===== src/spel_defs.vh =====
// Register map, field positions, reset values and timing counts
`ifndef SPEL_DEFS_VH
`define SPEL_DEFS_VH

// Register byte offsets
`define SPEL_OFS_CTRL   8'h00
`define SPEL_OFS_STAT   8'h04
`define SPEL_OFS_TXDATA 8'h08
`define SPEL_OFS_RXDATA 8'h0C
`define SPEL_OFS_BAUD   8'h10

// serial_control_reg fields
`define SPEL_C_TE    0
`define SPEL_C_RE    1
`define SPEL_C_TIE   2
`define SPEL_C_RIE   3
`define SPEL_C_TX_END_IRQ_ENABLE  4
`define SPEL_C_SYNC  5
`define SPEL_C_EXT   6
`define SPEL_C_PAREN 7

// serial_status_reg fields
`define SPEL_S_TDE  0
`define SPEL_S_RDF  1
`define SPEL_S_OVR  2
`define SPEL_S_FER  3
`define SPEL_S_PER  4
`define SPEL_S_TX_END_FLAG 5

// Reset values
`define SPEL_CTRL_RST 8'h00
`define SPEL_BAUD_RST 16'h0003
`define SPEL_DATA_RST 8'h00

// Base clock is sixteen ticks per bit
`define SPEL_PH_LAST  4'hF
`define SPEL_PH_MID   4'h7
`define SPEL_PH_ZERO  4'h0

// Bit counts
`define SPEL_SYNC_LEFT  4'h7
`define SPEL_ASYNC_LEFT 4'h9
`define SPEL_APAR_LEFT  4'hA
`define SPEL_RX_STOP    4'h9
`define SPEL_RX_PSTOP   4'hA
`define SPEL_RX_PAR     4'h9
`define SPEL_RX_START   4'h0
`define SPEL_CNT_ONE    4'h1

`endif


===== src/spel_serial.v =====
// Serial port with status flags, four requests and error handling
//
// Decided for this implementation: the placing of the registers and the APB interface to the registers.
`timescale 1ns/100ps
`include "spel_defs.vh"

module spel_serial (
    input  wire        mclk,
    input  wire        sys_rst,
    input  wire        psel,
    input  wire        penable,
    input  wire        pwrite,
    input  wire [7:0]  paddr,
    input  wire [31:0] pwdata,
    output reg  [31:0] prdata,
    output reg         pready,
    output reg         pslverr,
    input  wire        dma_tx_wr,
    input  wire [7:0]  dma_tx_data,
    input  wire        dma_rx_rd,
    output reg  [7:0]  dma_rx_data,
    input  wire        rxd,
    output reg         txd,
    input  wire        sck_in,
    output reg         sck_out,
    output reg         sck_oe,
    output reg         tx_end_request,
    output reg         rx_error_request,
    output reg         rx_full_request,
    output reg         tx_empty_request
);

////////////////////////////////////////////////////////////////////////
// Functions

// Even parity of a byte
function par8;
    input [7:0] d;
    begin
        par8 = ^d;
    end
endfunction

// Mapped register offset
function addr_ok;
    input [7:0] a;
    begin
        addr_ok = (a == `SPEL_OFS_CTRL) || (a == `SPEL_OFS_STAT) ||
                  (a == `SPEL_OFS_TXDATA) || (a == `SPEL_OFS_RXDATA) ||
                  (a == `SPEL_OFS_BAUD);
    end
endfunction

////////////////////////////////////////////////////////////////////////
// Declarations

reg  [7:0]  ctrl_reg;
reg  [15:0] baud_reg;
reg  [15:0] base_cnt_reg;
reg         rxd_m_reg, rxd_s_reg;
reg         sck_m_reg, sck_s_reg, sck_d_reg;
reg  [3:0]  sph_reg;
reg  [7:0]  tx_data_reg;
reg         tx_empty_flag, tx_end_flag, tx_busy_reg;
reg  [9:0]  tx_frame_reg;
reg  [3:0]  tx_left_reg, tx_ph_reg;
reg         rx_busy_reg, rx_done_reg, fer_pend_reg, per_pend_reg;
reg  [3:0]  rx_div_reg, rx_cnt_reg;
reg  [7:0]  rx_shift_reg;
reg         rx_full_flag, overrun_flag, framing_err_flag, parity_err_flag;

wire tx_en   = ctrl_reg[`SPEL_C_TE];
wire rx_en   = ctrl_reg[`SPEL_C_RE];
wire sync_md = ctrl_reg[`SPEL_C_SYNC];
wire ext_clk = ctrl_reg[`SPEL_C_EXT];
wire par_en  = ctrl_reg[`SPEL_C_PAREN];
wire err_any = overrun_flag | framing_err_flag | parity_err_flag;

wire apb_setup = psel & ~penable;
wire apb_wr    = psel & penable & pready & pwrite;
wire wr_ctrl   = apb_wr & (paddr == `SPEL_OFS_CTRL);
wire wr_stat   = apb_wr & (paddr == `SPEL_OFS_STAT);
wire wr_txd    = apb_wr & (paddr == `SPEL_OFS_TXDATA);
wire wr_baud   = apb_wr & (paddr == `SPEL_OFS_BAUD);

// Base clock tick, sixteen per bit
wire tick = (base_cnt_reg == 16'h0000);

// Internal synchronous clock runs for transmit or receive-only
wire rx_only = rx_en & ~tx_en & ~err_any;
wire int_run = sync_md & ~ext_clk & (tx_busy_reg | rx_only);
wire int_rise = int_run & tick & (sph_reg == `SPEL_PH_MID);
wire int_fall = int_run & tick & (sph_reg == `SPEL_PH_LAST);
wire ext_rise = sck_s_reg & ~sck_d_reg;
wire ext_fall = ~sck_s_reg & sck_d_reg;
wire sync_step = ext_clk ? ext_fall : int_fall;
wire sync_samp = ext_clk ? ext_rise : int_rise;

// Transmit start and bit step
wire tx_start = tx_en & ~tx_empty_flag & ~(sync_md & err_any);
wire tx_step = sync_md ? sync_step
                       : (tick & (tx_ph_reg == `SPEL_PH_LAST));
wire tx_wr = wr_txd | dma_tx_wr;
wire [7:0] tx_wdata = dma_tx_wr ? dma_tx_data : pwdata[7:0];

// Frame to load: first bit driven at once, rest shifted later
reg        ld_first;
reg  [9:0] ld_rest;
reg  [3:0] ld_left;
always @* begin
    if (sync_md) begin
        ld_first = tx_data_reg[0];
        ld_rest  = {3'b111, tx_data_reg[7:1]};
        ld_left  = `SPEL_SYNC_LEFT;
    end else if (par_en) begin
        ld_first = 1'b0;
        ld_rest  = {1'b1, par8(tx_data_reg), tx_data_reg};
        ld_left  = `SPEL_APAR_LEFT;
    end else begin
        ld_first = 1'b0;
        ld_rest  = {2'b11, tx_data_reg};
        ld_left  = `SPEL_ASYNC_LEFT;
    end
end

// Receive sample strobes
wire a_samp = ~sync_md & rx_busy_reg & tick & (rx_div_reg == `SPEL_PH_MID);
wire a_start = ~sync_md & rx_en & ~rx_busy_reg & tick & ~rxd_s_reg;
wire s_samp = sync_md & rx_en & ~err_any & sync_samp;
wire [3:0] a_stop = par_en ? `SPEL_RX_PSTOP : `SPEL_RX_STOP;

////////////////////////////////////////////////////////////////////////
// APB slave, zero wait states

// Control and baud registers
always @(posedge mclk) begin
    if (sys_rst) begin
        ctrl_reg <= `SPEL_CTRL_RST;
        baud_reg <= `SPEL_BAUD_RST;
    end else begin
        if (wr_ctrl)
            ctrl_reg <= pwdata[7:0];
        if (wr_baud)
            baud_reg <= pwdata[15:0];
    end
end

// Read data and answer prepared in the setup cycle
always @(posedge mclk) begin
    if (sys_rst) begin
        prdata  <= 32'h00000000;
        pready  <= 1'b0;
        pslverr <= 1'b0;
    end else begin
        pready  <= apb_setup;
        pslverr <= apb_setup & ~addr_ok(paddr);
        prdata  <= 32'h00000000;
        if (apb_setup & ~pwrite) begin
            case (paddr)
                `SPEL_OFS_CTRL:   prdata <= {24'h000000, ctrl_reg};
                `SPEL_OFS_STAT:   prdata <= {26'h0, tx_end_flag,
                    parity_err_flag, framing_err_flag, overrun_flag,
                    rx_full_flag, tx_empty_flag};
                `SPEL_OFS_TXDATA: prdata <= {24'h000000, tx_data_reg};
                `SPEL_OFS_RXDATA: prdata <= {24'h000000, dma_rx_data};
                `SPEL_OFS_BAUD:   prdata <= {16'h0000, baud_reg};
                default:          prdata <= 32'h00000000;
            endcase
        end
    end
end

////////////////////////////////////////////////////////////////////////
// Synchronisers and clocks

// Two flip-flops on every pin input, third for edge detect
always @(posedge mclk) begin
    if (sys_rst) begin
        rxd_m_reg <= 1'b1;
        rxd_s_reg <= 1'b1;
        sck_m_reg <= 1'b1;
        sck_s_reg <= 1'b1;
        sck_d_reg <= 1'b1;
    end else begin
        rxd_m_reg <= rxd;
        rxd_s_reg <= rxd_m_reg;
        sck_m_reg <= sck_in;
        sck_s_reg <= sck_m_reg;
        sck_d_reg <= sck_s_reg;
    end
end

// Base clock divider, sixteen times bit rate
always @(posedge mclk) begin
    if (sys_rst)
        base_cnt_reg <= 16'h0000;
    else if (tick)
        base_cnt_reg <= baud_reg;
    else
        base_cnt_reg <= base_cnt_reg - 16'h0001;
end

// Internal serial clock, high when idle
always @(posedge mclk) begin
    if (sys_rst) begin
        sph_reg <= `SPEL_PH_ZERO;
        sck_out <= 1'b1;
        sck_oe  <= 1'b0;
    end else begin
        if (!int_run)
            sph_reg <= `SPEL_PH_ZERO;
        else if (tick)
            sph_reg <= sph_reg + 4'h1;
        sck_out <= ~int_run | sph_reg[3];
        sck_oe  <= sync_md & ~ext_clk;
    end
end

////////////////////////////////////////////////////////////////////////
// Transmitter

always @(posedge mclk) begin
    if (sys_rst) begin
        tx_data_reg   <= `SPEL_DATA_RST;
        tx_empty_flag <= 1'b1;
        tx_end_flag   <= 1'b1;
        tx_busy_reg   <= 1'b0;
        tx_frame_reg  <= 10'h3FF;
        tx_left_reg   <= 4'h0;
        tx_ph_reg     <= `SPEL_PH_ZERO;
        txd           <= 1'b1;
    end else if (!tx_en) begin
        // Disable stops any frame at once
        tx_busy_reg   <= 1'b0;
        tx_empty_flag <= 1'b1;
        tx_end_flag   <= 1'b1;
        tx_left_reg   <= 4'h0;
        tx_ph_reg     <= `SPEL_PH_ZERO;
        txd           <= 1'b1;
        if (tx_wr)
            tx_data_reg <= tx_wdata;
    end else begin
        if (tx_busy_reg & tick)
            tx_ph_reg <= tx_ph_reg + 4'h1;
        if ((!tx_busy_reg | (tx_step & (tx_left_reg == 4'h0)))
            & tx_start) begin
            // Load shift register and release data register
            txd           <= ld_first;
            tx_frame_reg  <= ld_rest;
            tx_left_reg   <= ld_left;
            tx_busy_reg   <= 1'b1;
            tx_ph_reg     <= `SPEL_PH_ZERO;
            tx_empty_flag <= 1'b1;
            tx_end_flag   <= 1'b0;
        end else if (tx_busy_reg & tx_step) begin
            if (tx_left_reg != 4'h0) begin
                txd          <= tx_frame_reg[0];
                tx_frame_reg <= {1'b1, tx_frame_reg[9:1]};
                tx_left_reg  <= tx_left_reg - 4'h1;
                if ((tx_left_reg == `SPEL_CNT_ONE) & tx_empty_flag)
                    tx_end_flag <= 1'b1;
            end else begin
                // Line holds the last level
                tx_busy_reg <= 1'b0;
                tx_end_flag <= 1'b1;
            end
        end
        // A write always lands, overwriting unsent data
        if (tx_wr) begin
            tx_data_reg   <= tx_wdata;
            tx_empty_flag <= 1'b0;
        end
    end
end

////////////////////////////////////////////////////////////////////////
// Receiver

always @(posedge mclk) begin
    if (sys_rst) begin
        rx_busy_reg  <= 1'b0;
        rx_div_reg   <= `SPEL_PH_ZERO;
        rx_cnt_reg   <= 4'h0;
        rx_shift_reg <= `SPEL_DATA_RST;
        rx_done_reg  <= 1'b0;
        fer_pend_reg <= 1'b0;
        per_pend_reg <= 1'b0;
    end else begin
        rx_done_reg <= 1'b0;
        if (!rx_en) begin
            // Abort frame only, flags stay
            rx_busy_reg <= 1'b0;
            rx_cnt_reg  <= 4'h0;
        end else if (a_start) begin
            // Sync point on base clock, level low after idle
            rx_busy_reg  <= 1'b1;
            rx_div_reg   <= `SPEL_PH_ZERO;
            rx_cnt_reg   <= `SPEL_RX_START;
            per_pend_reg <= 1'b0;
            fer_pend_reg <= 1'b0;
        end else if (rx_busy_reg & ~sync_md) begin
            if (tick)
                rx_div_reg <= rx_div_reg + 4'h1;
            if (a_samp) begin
                // Eighth base pulse lands in mid bit
                rx_cnt_reg <= rx_cnt_reg + 4'h1;
                if (rx_cnt_reg == `SPEL_RX_START) begin
                    if (rxd_s_reg)
                        rx_busy_reg <= 1'b0;
                end else if (rx_cnt_reg == a_stop) begin
                    // Break keeps giving framing errors
                    fer_pend_reg <= ~rxd_s_reg;
                    rx_busy_reg  <= 1'b0;
                    rx_done_reg  <= 1'b1;
                end else if (par_en & (rx_cnt_reg == `SPEL_RX_PAR)) begin
                    per_pend_reg <= rxd_s_reg ^ par8(rx_shift_reg);
                end else begin
                    rx_shift_reg <= {rxd_s_reg, rx_shift_reg[7:1]};
                end
            end
        end else if (s_samp) begin
            // Synchronous: eight rising edges per byte
            rx_shift_reg <= {rxd_s_reg, rx_shift_reg[7:1]};
            per_pend_reg <= 1'b0;
            fer_pend_reg <= 1'b0;
            if (rx_cnt_reg == `SPEL_SYNC_LEFT) begin
                rx_cnt_reg  <= 4'h0;
                rx_done_reg <= 1'b1;
            end else begin
                rx_cnt_reg <= rx_cnt_reg + 4'h1;
            end
        end
    end
end

////////////////////////////////////////////////////////////////////////
// Receive flags and data hand-off

// Clears first, hardware sets after so a set wins
always @(posedge mclk) begin
    if (sys_rst) begin
        rx_full_flag     <= 1'b0;
        overrun_flag     <= 1'b0;
        framing_err_flag <= 1'b0;
        parity_err_flag  <= 1'b0;
        dma_rx_data      <= `SPEL_DATA_RST;
    end else begin
        if (wr_stat) begin
            if (!pwdata[`SPEL_S_RDF])
                rx_full_flag <= 1'b0;
            if (!pwdata[`SPEL_S_OVR])
                overrun_flag <= 1'b0;
            if (!pwdata[`SPEL_S_FER])
                framing_err_flag <= 1'b0;
            if (!pwdata[`SPEL_S_PER])
                parity_err_flag <= 1'b0;
        end
        if (dma_rx_rd)
            rx_full_flag <= 1'b0;
        if (rx_done_reg) begin
            if (fer_pend_reg)
                framing_err_flag <= 1'b1;
            if (per_pend_reg)
                parity_err_flag <= 1'b1;
            if (rx_full_flag) begin
                // Byte dropped, data register untouched
                overrun_flag <= 1'b1;
                rx_full_flag <= 1'b1;
            end else begin
                // Late rx disable: flag set, no copy
                if (rx_en)
                    dma_rx_data <= rx_shift_reg;
                if (!fer_pend_reg & !per_pend_reg)
                    rx_full_flag <= 1'b1;
            end
        end
    end
end

////////////////////////////////////////////////////////////////////////
// Request lines, flag AND enable

always @(posedge mclk) begin
    if (sys_rst) begin
        tx_end_request   <= 1'b0;
        rx_error_request <= 1'b0;
        rx_full_request  <= 1'b0;
        tx_empty_request <= 1'b0;
    end else begin
        tx_end_request   <= tx_end_flag & ctrl_reg[`SPEL_C_TX_END_IRQ_ENABLE];
        rx_error_request <= err_any & ctrl_reg[`SPEL_C_RIE];
        rx_full_request  <= rx_full_flag & ctrl_reg[`SPEL_C_RIE];
        tx_empty_request <= tx_empty_flag & ctrl_reg[`SPEL_C_TIE];
    end
end
// Four separate lines, ranked by the interrupt controller

endmodule // spel_serial


===== config.mk =====
export PLATFORM = sky130hd
export DESIGN_NAME = spel_serial
export DESIGN_NICKNAME = d
export VERILOG_FILES = /design/src/spel_serial.v
export VERILOG_INCLUDE_DIRS = /design/src /design/src/src
export SDC_FILE = /design/constraint.sdc
export NUM_CORES = 1
export LEC_CHECK = 0
export BUFFER_PORTS_ARGS = -buffer_cell sky130_fd_sc_hd__buf_2
export CORE_MARGIN = 2
export CORE_UTILIZATION = 56
export DETAILED_ROUTE_END_ITERATION = 12
export HOLD_SLACK_MARGIN = 0.12
export PLACE_DENSITY = 0.81
export SETUP_SLACK_MARGIN = 0.15
export SLEW_MARGIN = 30
export SYNTH_ARGS = -nofsm -noshare
export SYNTH_HDL_FRONTEND = slang
export SYNTH_SLANG_ARGS = --single-unit

===== constraint.sdc =====
create_clock -name mclk -period 3.8 [get_ports mclk]
set_input_delay 0.38 -clock mclk [delete_from_list [all_inputs] [get_ports mclk]]
set_output_delay 0.38 -clock mclk [all_outputs]
set_load 0.005 [all_outputs]

==> flow_summary.ini, run 1 <==
[sta]
min_period_ns = 3.27
post-route-period-util_pct = 86.1
fin_skew_ns = 0.00723
grt_setup_unrepaired = false
setup_viol = 0
worst_pin_slew_ns = 0.820
maxSlewHeadroom_pct = 45.0
final_hold_viol_count = 0
setup_ws_ns = 0.530
whs_ns = 0.139
fmax_mhz = 306
slew_violations = 0
setup_tns_ns = 0

[floorplan]
io_pins = 106
start_util_pct = 57.8
coreArea_um2 = 10900
die_h_um = 110
die_w_um = 110
num_rows = 38
die_area_um2 = 12200

[setup_path]
start_kind = register
critPathKind = register to register
required_ns = 4.11
critPathCaptureType = register
cpPeakStageDelay_ns = 0.63
cp.arrival_ns = 3.58
crit_fanout = 11
slowest_stage = or4_4
path_cells = inv_1 -> ha_1 -> or3b_2 -> or4_4 -> o311ai_4 -> nand3_4 -> or2_1 -> a2111o_1

[synth]
synth.cell_area_um2 = 6320
synth_top_area_cell = dfxtp_1
seq_area_frac_synth_pct = 42.4
post_synth.cell_area_avg_um2 = 8.52
yosysTopAreaCellShare_pct = 42.4
synth_edf_count = 0
synth.distinct_cells = 59
synthFlopType = dfxtp_1
yosys-top-cells-area = dfxtp_1 (42%), mux2i_1 (6.2%), nand2_1 (4.9%)
async_reset_ff_share_pct = 0
ys_ff_latch = 134
ys.warnings.count = 0
synthCells = 742
synth.most_common_cell = dfxtp_1
synth_common_cells = dfxtp_1 (134), nand2_1 (82), nor2_1 (81), a21oi_1 (52), mux2i_1 (39)

[grt]
grt_pass1_wl_mm = 25.7
antenna_found_initial = 0
gr-total-overflow = 0
grt_pass1_vias = 5368
grt_use_total_pct = 27.3
grt_start_max_net_pins = 101

[clocking]
numCtsBuffers = 17
cts.repair.resized = 0
cts.root.buffer_cell = clkbuf_16
clock_latency_ns = 0.42
cts_tree = built
clkSinkCount = 134
post-cts-setup-buffer-count = 0
cts_hold_buf = 0
cts.path.max_buffers = 2
cts_max_level = 4
path_clk_slew_ns = 0.06

[power]
finalPower_w = 0.00384
leakagePower_nw = 2.90
powerDensity_nw_per_um2 = 527
ir_worst_vdd_mv = 0.370

[job]
maxCapViolations = 0

[route]
routed_wl_mm = 15.6
avgViaCountPerCell = 5.89
via_count = 5597
final_antenna_net_count = 0
drc_errors = 0
drt_iter0_markers = 342
wire_per_inst_um = 16.4
first_pass_iters = 6

[placed_design]
dp_slack_ns = 0.578
placedCellCount = 918
port_buffers = 73
gp_congestion = 0.901
hpwl_mm = 10.8

[layout]
area_growth_pct = 15.1
nets = 865
fin_cells = 951
drive_gt1_share_pct = 15.4
antenna_cells = 0

[min_path]
hp-class = input pin to register

[outcome]
run_status = complete, no violations
-- worst paths after layout --
check	startpoint	end	slack (ns)	cells past startpoint
worst max-delay path	base_cnt_reg[0]	tx_frame_reg[7]	0.53	8
worst max register to register	base_cnt_reg[0]	tx_frame_reg[7]	0.53	8
worst min register to register	sck_m_reg	sck_s_reg	0.41	1
worst min-delay path	sck_in	sck_m_reg	0.14	2
-- cells in the final DEF, fill, tap and decap left out, types with 7 or more instances in the layout --
| master | n |
|---|---|
| xnor2_1 | 21 |
| nand2_1 | 82 |
| nor3_1 | 33 |
| nor4_1 | 9 |
| a21oi_1 | 52 |
| inv_1 | 14 |
| or2_2 | 8 |
| and3_1 | 14 |
| nand2b_1 | 13 |
| o21ai_0 | 27 |
| dfxtp_1 | 134 |
| buf_2 | 73 |
| a311oi_1 | 12 |
| ha_1 | 10 |
| nor2_1 | 81 |
| clkbuf_16 | 17 |
| or3_1 | 11 |
| conb_1 | 16 |
| a211o_1 | 7 |
| mux2i_1 | 39 |
| a211oi_1 | 10 |
| xor2_1 | 11 |
| nand3_1 | 21 |
-- final cells by class --
cell class              count  area [um2]
fillers                   864        3650
clock inverters             8        96.3
well taps                 140         175
repair buffers             79         430
inverters                  15        56.3
multi-input cells         551        3350
clock buffers              24         492
flip-flops and latches    134        2680
-- critical path, delay by kind of cell, from the launching register on --
kind	cells	cell delay (ns)
and+or+nand+nor	4	1.78
AOI/OAI and AO/OA	2	0.83
DFF	1	0.33
adders and majority gates	1	0.17
buffers and inverters	1	0.06
-- where the power goes --
| part | internal [W] | leakage, nW | switching [W] |
|---|---|---|---|
| logic | 0.000265 | 1.53 | 0.000380 |
| registers | 0.00148 | 1.09 | 0.0000844 |
| clock network | 0.00103 | 0.290 | 0.000595 |
| total | 0.00278 | 2.90 | 0.00106 |
-- routing by layer --
layer  wire length (um)  global-route usage [%]  vias to the layer above
met5                  0                       0                        -
met4                414                    11.9                        0
met3               1220                    6.58                       36
met2               7310                    45.4                      253
met1               6670                    33.7                     2596
li1                   -                       -                     2712
-- per-stage QoR --
step	utilization (%)	cell area [um2]
2_1_floorplan	-	6380
3_3_place_gp	60.9	6670
3_5_place_dp	60.9	6670
4_1_cts	66.3	7250
5_1_grt	66.6	7280
6_report	66.6	7280
-- cells by family after synthesis --
logic type      Yosys count  share of synthesized area, %
flops                   134                          42.4
compound gates          141                          14.9
xor+xnor                 32                          4.43
mux                      39                          6.17
simple gates            313                          24.5
other cells               1                        0.0593
fa+ha+maj                10                          1.98
buf+inv                  72                          5.54
Note: power is estimated with default switching activity, not from simulation.
==> run 2: changes to the inputs <==
--- a/config.mk
+++ b/config.mk
@@ -8,10 +8,10 @@
 export LEC_CHECK = 0
 export BUFFER_PORTS_ARGS = -buffer_cell sky130_fd_sc_hd__buf_2
 export CORE_MARGIN = 2
-export CORE_UTILIZATION = 56
+export CORE_UTILIZATION = 30
 export DETAILED_ROUTE_END_ITERATION = 12
 export HOLD_SLACK_MARGIN = 0.12
-export PLACE_DENSITY = 0.81
+export PLACE_DENSITY = 0.5
 export SETUP_SLACK_MARGIN = 0.15
 export SLEW_MARGIN = 30
 export SYNTH_ARGS = -nofsm -noshare
==> run 2 against run 1 <==
  * Worst hold slack got worse by 0.0050 ns
  * Sequential power barely moved
  * Largest power group is now sequential cells
  * Final cell count is 15% higher
  * Register-to-register slack got worse by 0.02 ns
  * Clock skew is 0.0028 ns higher
  * Final area is 2.2% higher
  * Wire length increased by 8.5%
  * Total power is 1.5% lower
  * Non-clock buffer count up 5
  * Critical path depth unchanged
  * Largest cell class unchanged
  * Highest routed layer unchanged
==> flow_summary.ini, run 2 (synthesis results as in run 1) <==
[outcome]
run_status = complete, no violations

[power]
leakagePower_nw = 2.89
ir_worst_vdd_mv = 0.305
finalPower_w = 0.00378
powerDensity_nw_per_um2 = 508

[clocking]
clkSinkCount = 134
cts_tree = built
cts_max_level = 4
cts.root.buffer_cell = clkbuf_16
post-cts-setup-buffer-count = 0
cts.path.max_buffers = 2
clock_latency_ns = 0.43
numCtsBuffers = 17
cts.repair.resized = 0
path_clk_slew_ns = 0.06

[floorplan]
die_h_um = 149
io_pins = 106
start_util_pct = 30.3
die_area_um2 = 22300
die_w_um = 149
num_rows = 53
coreArea_um2 = 20900

[grt]
antenna_found_initial = 0
grt_use_total_pct = 15.8
gr-total-overflow = 0
grt_pass1_vias = 5122
grt_start_max_net_pins = 43
grt_pass1_wl_mm = 27.3

[sta]
fin_skew_ns = 0.0100
post-route-period-util_pct = 86.7
maxSlewHeadroom_pct = 40.1
fmax_mhz = 304
grt_setup_unrepaired = false
setup_viol = 0
setup_tns_ns = 0
final_hold_viol_count = 0
slew_violations = 0
worst_pin_slew_ns = 0.897
min_period_ns = 3.29

[placed_design]
placedCellCount = 1058
gp_congestion = 0.798
hpwl_mm = 11.9
port_buffers = 73

[setup_path]
critPathCaptureType = register
cp.arrival_ns = 3.61
rr_worst_depth = 8
required_ns = 4.12
start_kind = register
crit_fanout = 11
r2r_slack_ns = 0.51
critPathKind = register to register
rr_startpoint = base_cnt_reg[0]
timing.rr.end = tx_frame_reg[7]

[route]
avgViaCountPerCell = 4.97
routed_wl_mm = 16.9
first_pass_iters = 5
drt_iter0_markers = 343
via_count = 5422
wire_per_inst_um = 15.5
final_antenna_net_count = 0
drc_errors = 0

[min_path]
hp-class = input pin to register
hp-start = rxd
whs_path_depth = 2
min_to = rxd_m_reg

[layout]
antenna_cells = 0
area_growth_pct = 17.7
mostFrequentLayoutCells = dfxtp_1 (134), nand2_1 (82), nor2_1 (81), buf_2 (73), a21oi_1 (52)
nets = 870
fin_cells = 1091
final_common_cell = dfxtp_1
drive_gt1_share_pct = 16.1
final_util_pct = 35.6

[job]
maxCapViolations = 0
==> run 2: cell types whose count changed in the layout (fill, tap and decap cells not counted), sizes merged <==
| cell | previous run | this run |
|---|---|---|
| buf | 79 | 83 |
| bufinv | 2 | 1 |
| clkbuf | 24 | 19 |
| clkinv | 6 | 4 |
| clkinvlp | 1 | 4 |
| dlygate4sd3 | 0 | 1 |
| inv | 14 | 19 |
==> run 2: repair_timing <==
item,4_1_cts,5_1_grt
endpoints found under the setup margin,0,0
endpoints found under the hold margin,1,0
hold buffers,1,0
==> run 2: how the worst max path moves through the flow <==
stage,from,endpoint,slack (ns)
global route,base_cnt_reg[0],tx_frame_reg[7],0.37
global placement,base_cnt_reg[0],tx_frame_reg[7],0.51
CTS,base_cnt_reg[0],tx_frame_reg[7],0.50
detailed placement,base_cnt_reg[0],tx_frame_reg[7],0.52
floorplan,base_cnt_reg[0],tx_frame_reg[7],0.81
finish,base_cnt_reg[0],tx_frame_reg[7],0.51
==> run 2: critical path, cell delays in order (launching register included) <==
cell and delay [ns]:
dfxtp_1 0.33, inv_1 0.06, ha_1 0.17, or3b_2 0.57, or4_4 0.63, o311ai_4 0.39, nand3_4 0.18, or2_1 0.41
a2111o_1 0.44
==> run 2: cell type report <==
cell class / count / area [um2]
Clock buffer: 19 / 433
Clock inverter: 13 / 123
Fill cell: 2215 / 13400
Inverter: 15 / 56.3
Multi-Input combinational cell: 551 / 3350
Sequential cell: 134 / 2680
Tap cell: 275 / 344
Timing Repair Buffer: 84 / 450
==> run 2: routing by layer <==
metal / wire [um] / vias up / track usage, %
li1: - / 2737 / -
met1: 8520 / 2497 / 22.1
met2: 7240 / 168 / 23.9
met3: 899 / 20 / 3.36
met4: 284 / 0 / 5.67
met5: 0 / - / 0
==> run 2: report_power, final <==
group          switching (W)  internal [W]  total (W)  leakage (nW)
Sequential         0.0000851       0.00148    0.00157          1.09
Combinational       0.000377      0.000270   0.000647          1.54
Clock               0.000660      0.000907    0.00157         0.261
Total                0.00112       0.00266    0.00378          2.89
==> run 2: through the flow <==
stage               worst slack [ns]  hold WS [ns]  instance area, um2
CTS                            0.496         0.126                7440
global route                   0.370         0.122                7440
floorplan                      0.806         0.389                6380
detailed placement             0.519         0.397                6880
finish                         0.507         0.134                7440
global placement               0.513         0.395                6880
